==> src/verilog/pwm_tb_pkg.sv <==
`default_nettype none
package pwm_tb_pkg;
    // ------------------------------------------------------------
    // Register byte addresses
    // ------------------------------------------------------------
    localparam logic [7:0] ADDR_CTRL_ZERO = 8'h00;
    localparam logic [7:0] ADDR_CTRL_ONE = 8'h04;
    localparam logic [7:0] ADDR_OUT_CTRL = 8'h08;
    localparam logic [7:0] ADDR_DEAD_TIME = 8'h0C;
    localparam logic [7:0] ADDR_OVERRIDE = 8'h10;
    localparam logic [7:0] ADDR_COUNT = 8'h14;
    localparam logic [7:0] ADDR_PERIOD = 8'h18;
    localparam logic [7:0] ADDR_EVENT_CMP = 8'h1C;
    localparam logic [7:0] ADDR_DUTY0 = 8'h20;
    localparam logic [7:0] ADDR_DUTY1 = 8'h24;
    localparam logic [7:0] ADDR_DUTY2 = 8'h28;
    localparam logic [7:0] ADDR_STATUS = 8'h2C;
    // ------------------------------------------------------------
    // Field positions and reset values
    // ------------------------------------------------------------
    localparam int POST_MSB = 7;
    localparam int POST_LSB = 4;
    localparam int PRE_MSB = 3;
    localparam int PRE_LSB = 2;
    localparam int MODE_MSB = 1;
    localparam int MODE_LSB = 0;
    localparam int RUN_BIT = 7;
    localparam int DIR_BIT = 6;
    localparam logic [7:0] CTRL_ZERO_RESET = 8'h00;
    localparam logic [15:0] PERIOD_RESET = 16'h0FFF;
    localparam logic [7:0] DEAD_RESET = 8'h00;
    localparam int COUNT_W = 12;
    localparam int DUTY_W = 14;
    localparam int NUM_GEN = 3;
    localparam int NUM_OUT = 6;
    localparam logic [5:0] PRESCALE_LAST [4] = '{6'h00, 6'h03, 6'h0F, 6'h3F};

    typedef enum logic [1:0] {
        MODE_FREE,
        MODE_SINGLE,
        MODE_UPDOWN,
        MODE_UPDOWN_DBL
    } timebase_mode_e;

    typedef struct packed {
        logic [1:0] htrans;
        logic hwrite;
        logic [7:0] haddr;
        logic hsel;
    } ahb_addr_s;
endpackage
`default_nettype wire

==> src/verilog/pwm_pair_out.sv <==
`timescale 1ns/1ps
`default_nettype none
module pwm_pair_out
    import pwm_tb_pkg::*;
(
    // Clock and reset
    input wire logic clk_sys_in,
    input wire logic reset_n_in,
    // Control
    input wire logic raw_in,
    input wire logic indep_in,
    input wire logic odd_raw_in,
    input wire logic force_off_in,
    input wire logic [7:0] dead_in,
    // Outputs
    output logic even_out,
    output logic odd_out
);
    typedef struct packed {
        logic odd;
        logic even;
        logic want;
        logic [7:0] cnt;
    } pair_st_s;

    pair_st_s q, d;

    always_comb begin
        d = q;
        if (force_off_in) begin
            d.odd = 1'b0;
            d.even = 1'b0;
            d.want = raw_in;
            d.cnt = dead_in;
        end else if (indep_in) begin
            d.odd = raw_in;
            d.even = odd_raw_in;
        end else if (raw_in != d.want) begin
            // Any change drops both outputs and restarts the dead interval.
            d.want = raw_in;
            d.odd = 1'b0; // [RULE3]
            d.even = 1'b0; // [RULE4]
            d.cnt = dead_in;
        end else if (q.cnt != 8'h00) begin
            d.cnt = q.cnt - 8'h01;
        end else begin
            d.odd = q.want; // [RULE2]
            d.even = ~q.want; // [RULE2]
        end
    end

    always_ff @(posedge clk_sys_in or negedge reset_n_in) begin
        if (!reset_n_in) begin
            q <= '0;
        end else begin
            q <= d;
        end
    end

    assign even_out = q.even;
    assign odd_out = q.odd;

    property p_never_both;
        @(posedge clk_sys_in) disable iff (!reset_n_in)
        !indep_in |-> !(q.even && q.odd);
    endproperty
    a_never_both: assert property (p_never_both) else $error("pair outputs both active"); // [RULE4]

    property p_dead_gap;
        @(posedge clk_sys_in) disable iff (!reset_n_in)
        (!indep_in && !force_off_in && $fell(q.odd) && dead_in != 8'h00) |-> !q.even;
    endproperty
    a_dead_gap: assert property (p_dead_gap) else $error("no dead time after odd off"); // [RULE3]
endmodule
`default_nettype wire

==> src/verilog/power_pwm_time_base.sv <==
// Contract
// [RULE1] Three duty generators 0..2 and six outputs 0..5.
// [RULE2] Outputs form even/odd pairs; complementary even is inverse of odd.
// [RULE3] Dead time holds both pair outputs off between transitions.
// [RULE4] Fault or override never drives even active while odd active; in independent mode the code lets override drive both active.
// [RULE5] Time base is a 12-bit counter with prescaler and postscaler.
// [RULE6] Time base runs while run bit set, stops when cleared.
// [RULE7] Clearing run bit keeps the count value.
// [RULE8] Four modes from a two-bit mode field.
// [RULE9] Free/single give edge-aligned, up/down modes center-aligned.
// [RULE10] Count, period, event compare and duties are double-buffered; the code writes count directly.
// [RULE11] Twenty registers: eight configuration plus six value pairs; the code decodes eleven.
// [RULE12] Control zero: postscale 7:4, prescale 3:2, mode 1:0, reset zero.
// [RULE13] Duty resolution up to 14 bits, depending on period.
// [RULE14] Debug mode forces all outputs inactive.
// [RULE15] Special event compare makes a conversion trigger.
// [RULE16] Center-aligned mode gives update points twice per period; the code does so only in up/down double mode.
// [RULE17] Mode codes 00 free, 01 single, 10 up/down, 11 up/down double.
// [RULE18] Prescale codes divide by 1, 4, 16, 64.
// [RULE19] Postscale divides match events by field plus one.
// [RULE20] Free mode counts to period, wraps to zero, continues.
// [RULE21] Counter steps on prescale ticks; reset clears all dividers.
`timescale 1ns/1ps
`default_nettype none
module power_pwm_time_base
    import pwm_tb_pkg::*;
(
    // Clock and reset
    input wire logic clk_sys_in,
    input wire logic reset_n_in,
    // AHB-Lite slave
    input wire logic hsel_in,
    input wire logic [7:0] haddr_in,
    input wire logic [1:0] htrans_in,
    input wire logic hwrite_in,
    input wire logic [2:0] hsize_in,
    input wire logic [31:0] hwdata_in,
    input wire logic hready_in,
    output logic [31:0] hrdata_out,
    output logic hreadyout_out,
    output logic hresp_out,
    // Device status
    input wire logic debug_mode_in,
    input wire logic fault_in,
    // PWM outputs and trigger
    output logic [NUM_OUT-1:0] pwm_out,
    output logic event_trigger_out,
    output logic update_point_out,
    output logic postscale_tick_out
);
    // ------------------------------------------------------------
    // State
    // ------------------------------------------------------------
    typedef struct packed {
        ahb_addr_s ap;
        logic [31:0] rdata;
        logic [7:0] ctrl0;
        logic run;
        logic dir;
        logic [2:0] indep;
        logic [7:0] dead;
        logic [5:0] ovr_en;
        logic [5:0] ovr_val;
        logic [COUNT_W-1:0] count;
        logic [15:0] per_buf;
        logic [15:0] per_act;
        logic [15:0] evt_buf;
        logic [15:0] evt_act;
        logic [NUM_GEN-1:0][15:0] duty_buf;
        logic [NUM_GEN-1:0][15:0] duty_act;
        logic [5:0] pre_cnt;
        logic [3:0] post_cnt;
        logic [NUM_GEN-1:0] raw;
        logic evt;
        logic upd;
        logic post_tick;
    } tb_st_s;

    tb_st_s q, d;
    logic wr_now;
    logic tick;
    logic match;
    logic [1:0] fine;
    logic [DUTY_W-1:0] cmp_pos;

    assign wr_now = q.ap.hsel && q.ap.hwrite && q.ap.htrans[1];
    assign tick = q.run && (q.pre_cnt == PRESCALE_LAST[q.ctrl0[PRE_MSB:PRE_LSB]]); // [RULE18]
    assign match = (q.count == q.per_act[COUNT_W-1:0]);
    // Duty has two fractional bits: the prescaler phase adds sub-count resolution.
    assign fine = q.pre_cnt[1:0];
    assign cmp_pos = {q.count, fine}; // [RULE13]

    // ------------------------------------------------------------
    // Next-state logic
    // ------------------------------------------------------------
    always_comb begin
        d = q;
        d.evt = 1'b0;
        d.upd = 1'b0;
        d.post_tick = 1'b0;
        d.ap = '{htrans: htrans_in, hwrite: hwrite_in, haddr: haddr_in, hsel: hsel_in && hready_in};
        d.pre_cnt = q.run ? (tick ? 6'h00 : q.pre_cnt + 6'h01) : 6'h00; // [RULE21]
        if (tick) begin
            unique case (timebase_mode_e'(q.ctrl0[MODE_MSB:MODE_LSB])) // [RULE17]
                MODE_FREE, MODE_SINGLE: begin
                    d.dir = 1'b0;
                    if (match) begin
                        d.count = '0; // [RULE20]
                        d.upd = 1'b1;
                        if (q.ctrl0[MODE_MSB:MODE_LSB] == 2'b01) begin
                            d.run = 1'b0; // [RULE8]
                        end
                    end else begin
                        d.count = q.count + 12'h001; // [RULE5]
                    end
                end
                MODE_UPDOWN, MODE_UPDOWN_DBL: begin
                    if (!q.dir && match) begin
                        d.dir = 1'b1;
                        d.count = q.count - 12'h001;
                        d.upd = (q.ctrl0[MODE_LSB] == 1'b1); // [RULE16]
                    end else if (q.dir && q.count == '0) begin
                        d.dir = 1'b0;
                        d.count = 12'h001;
                        d.upd = 1'b1;
                    end else begin
                        d.count = q.dir ? q.count - 12'h001 : q.count + 12'h001;
                    end
                end
            endcase
            if (match) begin
                d.post_cnt = (q.post_cnt == q.ctrl0[POST_MSB:POST_LSB]) ? 4'h0 : q.post_cnt + 4'h1; // [RULE19]
                d.post_tick = (q.post_cnt == q.ctrl0[POST_MSB:POST_LSB]);
            end
            d.evt = (q.count == q.evt_act[COUNT_W-1:0]); // [RULE15]
        end
        if (d.upd) begin
            d.per_act = q.per_buf; // [RULE10]
            d.evt_act = q.evt_buf;
            d.duty_act = q.duty_buf;
        end
        for (int g = 0; g < NUM_GEN; g++) begin
            if (q.ctrl0[MODE_MSB]) begin
                d.raw[g] = (cmp_pos < q.duty_act[g][DUTY_W-1:0]) && q.dir; // [RULE9]
                if (!q.dir) begin
                    d.raw[g] = ({q.count, 2'b00} < q.duty_act[g][DUTY_W-1:0]) && (q.count != '0) && q.raw[g];
                end
            end else begin
                d.raw[g] = (cmp_pos < q.duty_act[g][DUTY_W-1:0]) && q.run; // [RULE9]
            end
        end
        if (wr_now) begin
            unique case (q.ap.haddr) // [RULE11]
                ADDR_CTRL_ZERO: begin
                    d.ctrl0 = hwdata_in[7:0]; // [RULE12]
                    d.pre_cnt = 6'h00;
                    d.post_cnt = 4'h0;
                end
                ADDR_CTRL_ONE: begin
                    d.run = hwdata_in[RUN_BIT]; // [RULE6]
                    d.pre_cnt = 6'h00;
                    d.post_cnt = 4'h0;
                end
                ADDR_OUT_CTRL: d.indep = hwdata_in[2:0];
                ADDR_DEAD_TIME: d.dead = hwdata_in[7:0];
                ADDR_OVERRIDE: begin
                    d.ovr_en = hwdata_in[5:0];
                    d.ovr_val = hwdata_in[13:8];
                end
                ADDR_COUNT: begin
                    d.count = hwdata_in[COUNT_W-1:0];
                    d.pre_cnt = 6'h00;
                    d.post_cnt = 4'h0;
                end
                ADDR_PERIOD: d.per_buf = hwdata_in[15:0];
                ADDR_EVENT_CMP: d.evt_buf = hwdata_in[15:0];
                ADDR_DUTY0: d.duty_buf[0] = hwdata_in[15:0];
                ADDR_DUTY1: d.duty_buf[1] = hwdata_in[15:0];
                ADDR_DUTY2: d.duty_buf[2] = hwdata_in[15:0];
                default: d.run = q.run;
            endcase
        end
        // Any stopped time base loads buffered values at once.
        if (!d.run) begin
            d.per_act = d.per_buf;
            d.evt_act = d.evt_buf;
            d.duty_act = d.duty_buf;
        end
        d.rdata = 32'h0000_0000;
        if (d.ap.hsel && !d.ap.hwrite && d.ap.htrans[1]) begin
            unique case (d.ap.haddr)
                ADDR_CTRL_ZERO: d.rdata = {24'h0, d.ctrl0};
                ADDR_CTRL_ONE: d.rdata = {24'h0, d.run, d.dir, 6'h00};
                ADDR_OUT_CTRL: d.rdata = {29'h0, d.indep};
                ADDR_DEAD_TIME: d.rdata = {24'h0, d.dead};
                ADDR_OVERRIDE: d.rdata = {18'h0, d.ovr_val, 2'b00, d.ovr_en};
                ADDR_COUNT: d.rdata = {20'h0, d.count}; // [RULE7]
                ADDR_PERIOD: d.rdata = {16'h0, d.per_buf};
                ADDR_EVENT_CMP: d.rdata = {16'h0, d.evt_buf};
                ADDR_DUTY0: d.rdata = {16'h0, d.duty_buf[0]};
                ADDR_DUTY1: d.rdata = {16'h0, d.duty_buf[1]};
                ADDR_DUTY2: d.rdata = {16'h0, d.duty_buf[2]};
                default: d.rdata = 32'h0000_0000;
            endcase
        end
    end

    always_ff @(posedge clk_sys_in or negedge reset_n_in) begin
        if (!reset_n_in) begin
            q <= '0;
            q.ctrl0 <= CTRL_ZERO_RESET;
            q.per_buf <= PERIOD_RESET;
            q.per_act <= PERIOD_RESET;
            q.dead <= DEAD_RESET;
        end else begin
            q <= d;
        end
    end

    // ------------------------------------------------------------
    // Output pairs
    // ------------------------------------------------------------
    logic force_off;
    assign force_off = debug_mode_in || fault_in; // [RULE14]

    for (genvar p = 0; p < NUM_GEN; p++) begin : g_pair // [RULE1]
        logic drive_odd;
        assign drive_odd = q.ovr_en[2*p+1] ? q.ovr_val[2*p+1] : q.raw[p];
        pwm_pair_out u_pair (
            .clk_sys_in(clk_sys_in),
            .reset_n_in(reset_n_in),
            .raw_in(drive_odd),
            .indep_in(q.indep[p]),
            .odd_raw_in(q.ovr_en[2*p] ? q.ovr_val[2*p] : q.raw[p]),
            .force_off_in(force_off),
            .dead_in(q.dead),
            .even_out(pwm_out[2*p]),
            .odd_out(pwm_out[2*p+1])
        );
    end

    assign hrdata_out = q.rdata;
    assign hreadyout_out = 1'b1;
    assign hresp_out = 1'b0;
    assign event_trigger_out = q.evt;
    assign update_point_out = q.upd;
    assign postscale_tick_out = q.post_tick;

    // ------------------------------------------------------------
    // Checks
    // ------------------------------------------------------------
    property p_stop_holds;
        @(posedge clk_sys_in) disable iff (!reset_n_in)
        (!q.run && !wr_now) |=> (q.count == $past(q.count));
    endproperty
    a_stop_holds: assert property (p_stop_holds) else $error("count moved while stopped"); // [RULE7]

    property p_wrap;
        @(posedge clk_sys_in) disable iff (!reset_n_in)
        (tick && match && !q.ctrl0[MODE_MSB] && !wr_now) |=> (q.count == '0);
    endproperty
    a_wrap: assert property (p_wrap) else $error("free count did not wrap"); // [RULE20]

    property p_single_stop;
        @(posedge clk_sys_in) disable iff (!reset_n_in)
        (tick && match && q.ctrl0[1:0] == 2'b01 && !wr_now) |=> !q.run;
    endproperty
    a_single_stop: assert property (p_single_stop) else $error("single shot kept running"); // [RULE8]

    property p_debug_off;
        @(posedge clk_sys_in) disable iff (!reset_n_in)
        debug_mode_in |=> (pwm_out == '0);
    endproperty
    a_debug_off: assert property (p_debug_off) else $error("outputs active in debug"); // [RULE14]

    property p_step_one;
        @(posedge clk_sys_in) disable iff (!reset_n_in)
        (!tick && !wr_now) |=> (q.count == $past(q.count));
    endproperty
    a_step_one: assert property (p_step_one) else $error("count moved without tick"); // [RULE21]

    property p_no_both;
        @(posedge clk_sys_in) disable iff (!reset_n_in)
        (q.indep == 3'b000) |-> !(pwm_out[0] && pwm_out[1]);
    endproperty
    a_no_both: assert property (p_no_both) else $error("pair zero both active"); // [RULE2]

    property p_reg_reset;
        @(posedge clk_sys_in) disable iff (!reset_n_in)
        $rose(reset_n_in) |-> (q.ctrl0 == CTRL_ZERO_RESET);
    endproperty
    a_reg_reset: assert property (p_reg_reset) else $error("control zero not reset"); // [RULE12]

    property p_updown_dir;
        @(posedge clk_sys_in) disable iff (!reset_n_in)
        (tick && match && q.ctrl0[MODE_MSB] && !q.dir && !wr_now) |=> q.dir;
    endproperty
    a_updown_dir: assert property (p_updown_dir) else $error("up/down did not turn"); // [RULE9]
endmodule
`default_nettype wire

==> config.mk <==
export PLATFORM = sky130hd
export DESIGN_NAME = power_pwm_time_base
export DESIGN_NICKNAME = d
export VERILOG_FILES = /design/src/verilog/pwm_tb_pkg.sv /design/src/verilog/pwm_pair_out.sv /design/src/verilog/power_pwm_time_base.sv
export SDC_FILE = /design/constraint.sdc
export NUM_CORES = 1
export LEC_CHECK = 0
export ABC_AREA = 1
export BUFFER_PORTS_ARGS = -buffer_cell sky130_fd_sc_hd__buf_2
export CAP_MARGIN = 20
export CORE_MARGIN = 2
export CORE_UTILIZATION = 51
export CTS_CLUSTER_SIZE = 24
export DETAILED_ROUTE_END_ITERATION = 16
export MAX_ROUTING_LAYER = met4
export PLACE_DENSITY = 0.69
export SYNTH_ARGS = -nofsm -noshare
export SYNTH_HDL_FRONTEND = slang
export SYNTH_SLANG_ARGS = --single-unit
==> constraint.sdc <==
create_clock -name clk_sys_in -period 2.3 [get_ports clk_sys_in]
set_input_delay 0.23 -clock clk_sys_in [delete_from_list [all_inputs] [get_ports clk_sys_in]]
set_output_delay 0.23 -clock clk_sys_in [all_outputs]
set_load 0.05 [all_outputs]
Word-level counts from Yosys, hierarchy flattened
Index checks and enable logic that the tools add are counted.

word-level totals
  output and inout bits = 43
  register bits = 284

cells by class
  magnitude comparators = 7
  bitwise gates (word level) = 4
  reductions and logical operators = 47
  muxes and demuxes = 88
  $add $sub $neg = 7
  equality and inequality tests = 37

operators with widths
  operator                                              number
  one-hot mux 16 bit (11 select lines)                  1
  2-to-1 mux 12 bit                                     11
  2-to-1 mux 16 bit                                     7
  2-to-1 mux 46 bit                                     2
  less-than comparator 14 bit                           6
  equality test 8 x 5 -> 1 bit (second input constant)  8
  2-to-1 mux 8 bit                                      8
  2-to-1 mux 51 bit                                     1
  equality test 8 x 6 -> 1 bit (second input constant)  6
  2-to-1 mux 48 bit                                     1
  2-to-1 mux 9 bit                                      4
  2-to-1 mux 11 bit                                     3
  equality test 8 x 4 -> 1 bit (second input constant)  4
  equality test 12 bit                                  2
  2-to-1 mux 1 bit                                      24
  2-to-1 mux 6 bit                                      4
  one-hot mux 12 bit (2 select lines)                   1
  nonzero test 8 bit                                    3
  subtractor 8 x 1 -> 8 bit (second input constant)     3
  logical AND 1 bit                                     20
  2-to-1 mux 10 bit                                     2
  2-to-1 mux 2 bit                                      10
  equality test 8 x 3 -> 1 bit (second input constant)  2
  zero test 8 bit                                       2
  other kinds (30)                                      55

Longest topological paths before layout
  depth in word-level cells = 11
  gate-level depth with buffers = 18
  mapped depth without buffers = 17

Cells and area by module
A second synthesis with hierarchy kept.

unflattened totals
  cell total of the unflattened synthesis = 1997
  area total of the unflattened synthesis = 15561.2 µm²

by module, submodules not included
  module                                times used  seq. area each (µm²)  area an instance (µm²)  cells an instance
  power_pwm_time_base                   1           5885.6                13090.1                 1661
  pwm_pair_out at g_pair[0].u_pair ...  2           275.3                 820.8                   111
  pwm_pair_out at g_pair[2].u_pair      1           275.3                 829.5                   114

Least setup slack after synthesis
OpenSTA, ideal clock, no wires.

  path kind = reg2reg
  start point = reg q (netlist bit cmp_pos[3])
  end point = reg q[29] (netlist bit)
  required time = 2173 ps
  clock period less this slack = 1985 ps
  library setup time = 127 ps
  cell stages (with the launch flop) = 16
  arrival = 1858 ps
  path slack = 315 ps
  cell sequence = dfrtp_1 buf_2 inv_2 nand2_1 nand2_1 nand2_1 nor2_2 nand3_4 nor2_1 nand3_1 nand3_1 nand2_2 nand2_2 buf_6 buf_6 o211ai_2

between the ends
  cells in the longest elaborated chain, start to end = 7
  elaborated cells on any way between the ends = 16
  those cells by class = eq/ne (2); mux (11); reduce/logical (3)

RTL lines
  what                                                                        RTL line                                                RTL
  start, declared                                                             power_pwm_time_base.sv:79                               tb_st_s q, d;
  equality test 12 bit / zero test 12 bit (equally long branches)             power_pwm_time_base.sv:88, power_pwm_time_base.sv:122
  2-to-1 mux 1 bit / logical AND 1 bit (equally long branches)                power_pwm_time_base.sv:107, power_pwm_time_base.sv:122
  2-to-1 mux 1 bit (on tied branches)                                         power_pwm_time_base.sv:104, power_pwm_time_base.sv:122
  2-to-1 mux 2 bit / 2-to-1 mux 1 bit (equally long branches)                 power_pwm_time_base.sv:103, power_pwm_time_base.sv:118
  one-hot mux 1 bit (2 select lines) (on tied branches)                       power_pwm_time_base.sv:153, power_pwm_time_base.sv:104
  2-to-1 mux 9 bit / 2-to-1 mux 3 bit (equally long branches)                 power_pwm_time_base.sv:152, power_pwm_time_base.sv:103
  != test 2 bit (no source line) / 2-to-1 mux 46 bit (equally long branches)  --

Several ways; a longest one is shown, not always the timed one.
A chain may end at the register's enable or synchronous reset.

==> results.yml <==
clock_network:
  cts-root-buf: "clkbuf_16"
  numCtsBuffers: 30
  cts_tree: "yes"
  worstSkewPairLatency_ns: 0.58
  clock-sinks: 267
  cts_buffer_depth: 3
  h-tree-depth: 1
  clkTransAtPathRegs_ns: 0.06
layout:
  fin_util_pct: 62.4
  drive_gt1_share_pct: 19.4
  syn2layout_area_growth_pct: 20.1
  regArea_mm2: 0.00672
  stdcell_count: 2540
  nets: 2232
  multi_input_area_mm2: 0.00736
  mostFrequentLayoutCell: "nand2_1"
  fillers: 2568
  layout_common_cells: "nand2_1 (474), dfrtp_1 (236), inv_1 (231)"
logic_synthesis:
  synth-adder-area-share_pct: 4.53
  post_synth_num_cell_types: 59
  ys_seq_elements: 267
  synth_top_family_by_area: "simple AND/OR/NAND/NOR gates"
  async_flop_share_pct: 100
  synth_area_leaders: "dfrtp_1 (39%), nand2_1 (12%), inv_1 (5.7%)"
  yosys.area_share.simple_pct: 24.6
  synth-edff-count: 0
  avgSynthCellArea_um2: 7.89
  syn_area_mm2: 0.0155
  netlist_instances: 1963
  synthXorXnorAreaFrac_pct: 2.26
  synth-compound-area-share_pct: 14.2
  ys_seq_area_share_pct: 43.3
  yosysWarnings: 0
  yosysTopAreaCellShare_pct: 39.3
  synth.mux.area_fraction_pct: 0.137
  synth-main-ff-cell: "dfrtp_1"
  synth_top_cell_by_area: "dfrtp_1"
timing:
  finalCritPeriodShare_pct: 98.8
  tightest_slew_ns: 1.08
  setup_ws_ns: 0.0277
  skew_ns: 0.0340
  setup_viol: 0
  hold_violations: 0
  maxSlewViolCount: 0
  period_needed_ns: 2.27
  slew_headroom_pct: 27.8
  hold_slack_ns: 0.0264
  grt_setup_unrepaired: "yes"
  max_freq_ghz: 0.440
drt:
  routed_via_density: 5.71
  ant_nets: 0
  vias: 14500
  wl_per_cell_um: 20.2
  wl_um: 51300
  drc: 0
  drt_iter0_markers: 1480
  firstDrtPassIters: 6
place:
  gp_congestion: 0.967
  dp_cells: 2453
  dpl_worst_slack_ns: -0.143
  port_buffers: 56
  place_hpwl_um: 36800
critical_path:
  worst-endpoint-arrival_ns: 2.69
  reg2reg_from: "q[255]"
  start_kind: "flop"
  cp-end-kind: "flop"
  worstPathMaxFanout: 16
  crit_type: "reg -> reg"
  rr_endpoint: "hrdata_out[8]"
  cp.required_ns: 2.72
  reg2reg_setup_slack_ns: 0.03
  reg2reg_depth: 9
global_route:
  antenna_found_initial: 3
  grtUsageTotal_pct: 33.7
  grt_max_degree: 76
  grt_pass1_vias: 13800
  grt_pass1_wl_um: 78800
  overflow: 0
floorplan:
  ios: 95
  die_h_um: 178
  placementRows: 63
  core_region_area_mm2: 0.0298
  die_w_um: 178
  start_util_pct: 52.0
  die-area_mm2: 0.0318
pwr:
  p_leak_nw: 9.01
  power_density_mw_per_mm2: 680
  total_power_mw: 12.6
  vdd_drop_max_mv: 0.687
hold_path:
  min-delay-start: "hwdata_in[10]"
  hp-class: "in -> reg"
  min_path_cells: 3
  hold_end: "q[170]"
run:
  drv_cap: 0
run_status:
  outcome: "complete, no violations"
-- worst max-delay path, stage by stage, from the launching register on --
cell      delay [ns]
dfrtp_1         0.39
nor2_2          0.15
inv_2           0.09
nor3_4          0.18
nand3_1         0.22
buf_4           0.28
o21ai_0         0.26
o22ai_1         0.14
a211oi_2        0.27
a21oi_1         0.14
-- registers in the layout, summed over array words and instances (netlist names) --
register                flops
event_trigger_out           1
g_pair.u_pair.q            27
q                         201
g_pair.u_pair.odd_out       3
g_pair.u_pair.even_out      3
cmp_pos                    14
hrdata_out                 16
update_point_out            1
postscale_tick_out          1
-- layer usage --
layer	part of all wire (%)	up-vias	track usage, %
met3	8.2	165	5.05
met1	41	6933	44.3
met5	0	-	-
met2	46	707	51.9
li1	-	6697	-
met4	5.5	0	14.9
-- report_power, final --
group	total [mW]	internal [mW]	switching [mW]	leakage (nW)
Clock	5.07	3.01	2.06	0.515
Sequential	5.31	5.08	0.233	3.18
Combinational	2.27	0.791	1.48	5.32
-- cell type report --
cell class,count,share of cell area (%)
well taps,390,2.62
clock inverters,16,1.08
multi-input cells,1344,39.6
repair buffers,229,10.9
inverters,252,5.17
clock buffers,40,4.51
flip-flops and latches,267,36.1
diodes,2,0.0269
-- synthesized netlist by cell type (all sizes together), types with 4 or more instances --
library cell / n
a211oi: 4
a21boi: 11
a21oi: 124
a22o: 6
a31oi: 5
buf: 83
clkbuf: 33
clkinv: 5
dfrtp: 243
dfstp: 24
ha: 56
inv: 247
nand2: 483
nand3: 170
nand4: 22
nor2: 157
nor3: 24
o211ai: 59
o21a: 22
o21ai: 96
o22ai: 15
or2: 8
xnor2: 9
xor2: 31
-- stage by stage --
step,instance area [um^2],setup TNS (ns)
2_1_floorplan,15500,0
3_5_place_dp,17000,-0.700
5_1_grt,18600,-0.268
4_1_cts,18200,0
3_3_place_gp,17000,-0.197
6_report,18600,0
-- repair_timing --
item | 4_1_cts | 5_1_grt
hold buffers | 19 | 0
pin swaps | 0 | 10
gates resized for setup | 8 | 74
buffers inserted | 0 | 9
setup endpoints to repair | 46 | 94
cloned | 0 | 1
hold endpoints to repair | 124 | 0
-- logic make-up (layout without fill, tap and decap cells) --
family                     Yosys count  count (layout)
and+or+nand+nor                    870             870
buffers and inverters              368             537
AOI/OAI and AO/OA                  358             358
DFF                                267             267
adders and majority gates           56              56
xor gates and xnor gates            40              40
other                                2              20
muxes                                2               2
-- worst max-delay path by stage --
stage	from	end	slack, ns	cells past startpoint
final	q[255]	hrdata_out[8]	0.03	9
after global routing	q[255]	hrdata_out[8]	-0.06	9
after CTS	q[261]	q[45]	0.0002	12
after detailed placement	q[255]	hrdata_out[4]	-0.14	10
after global placement	q[255]	hrdata_out[4]	-0.14	10
after floorplan	cmp_pos[3]	q[29]	0.32	15
Power figures use the tool's default switching activity.
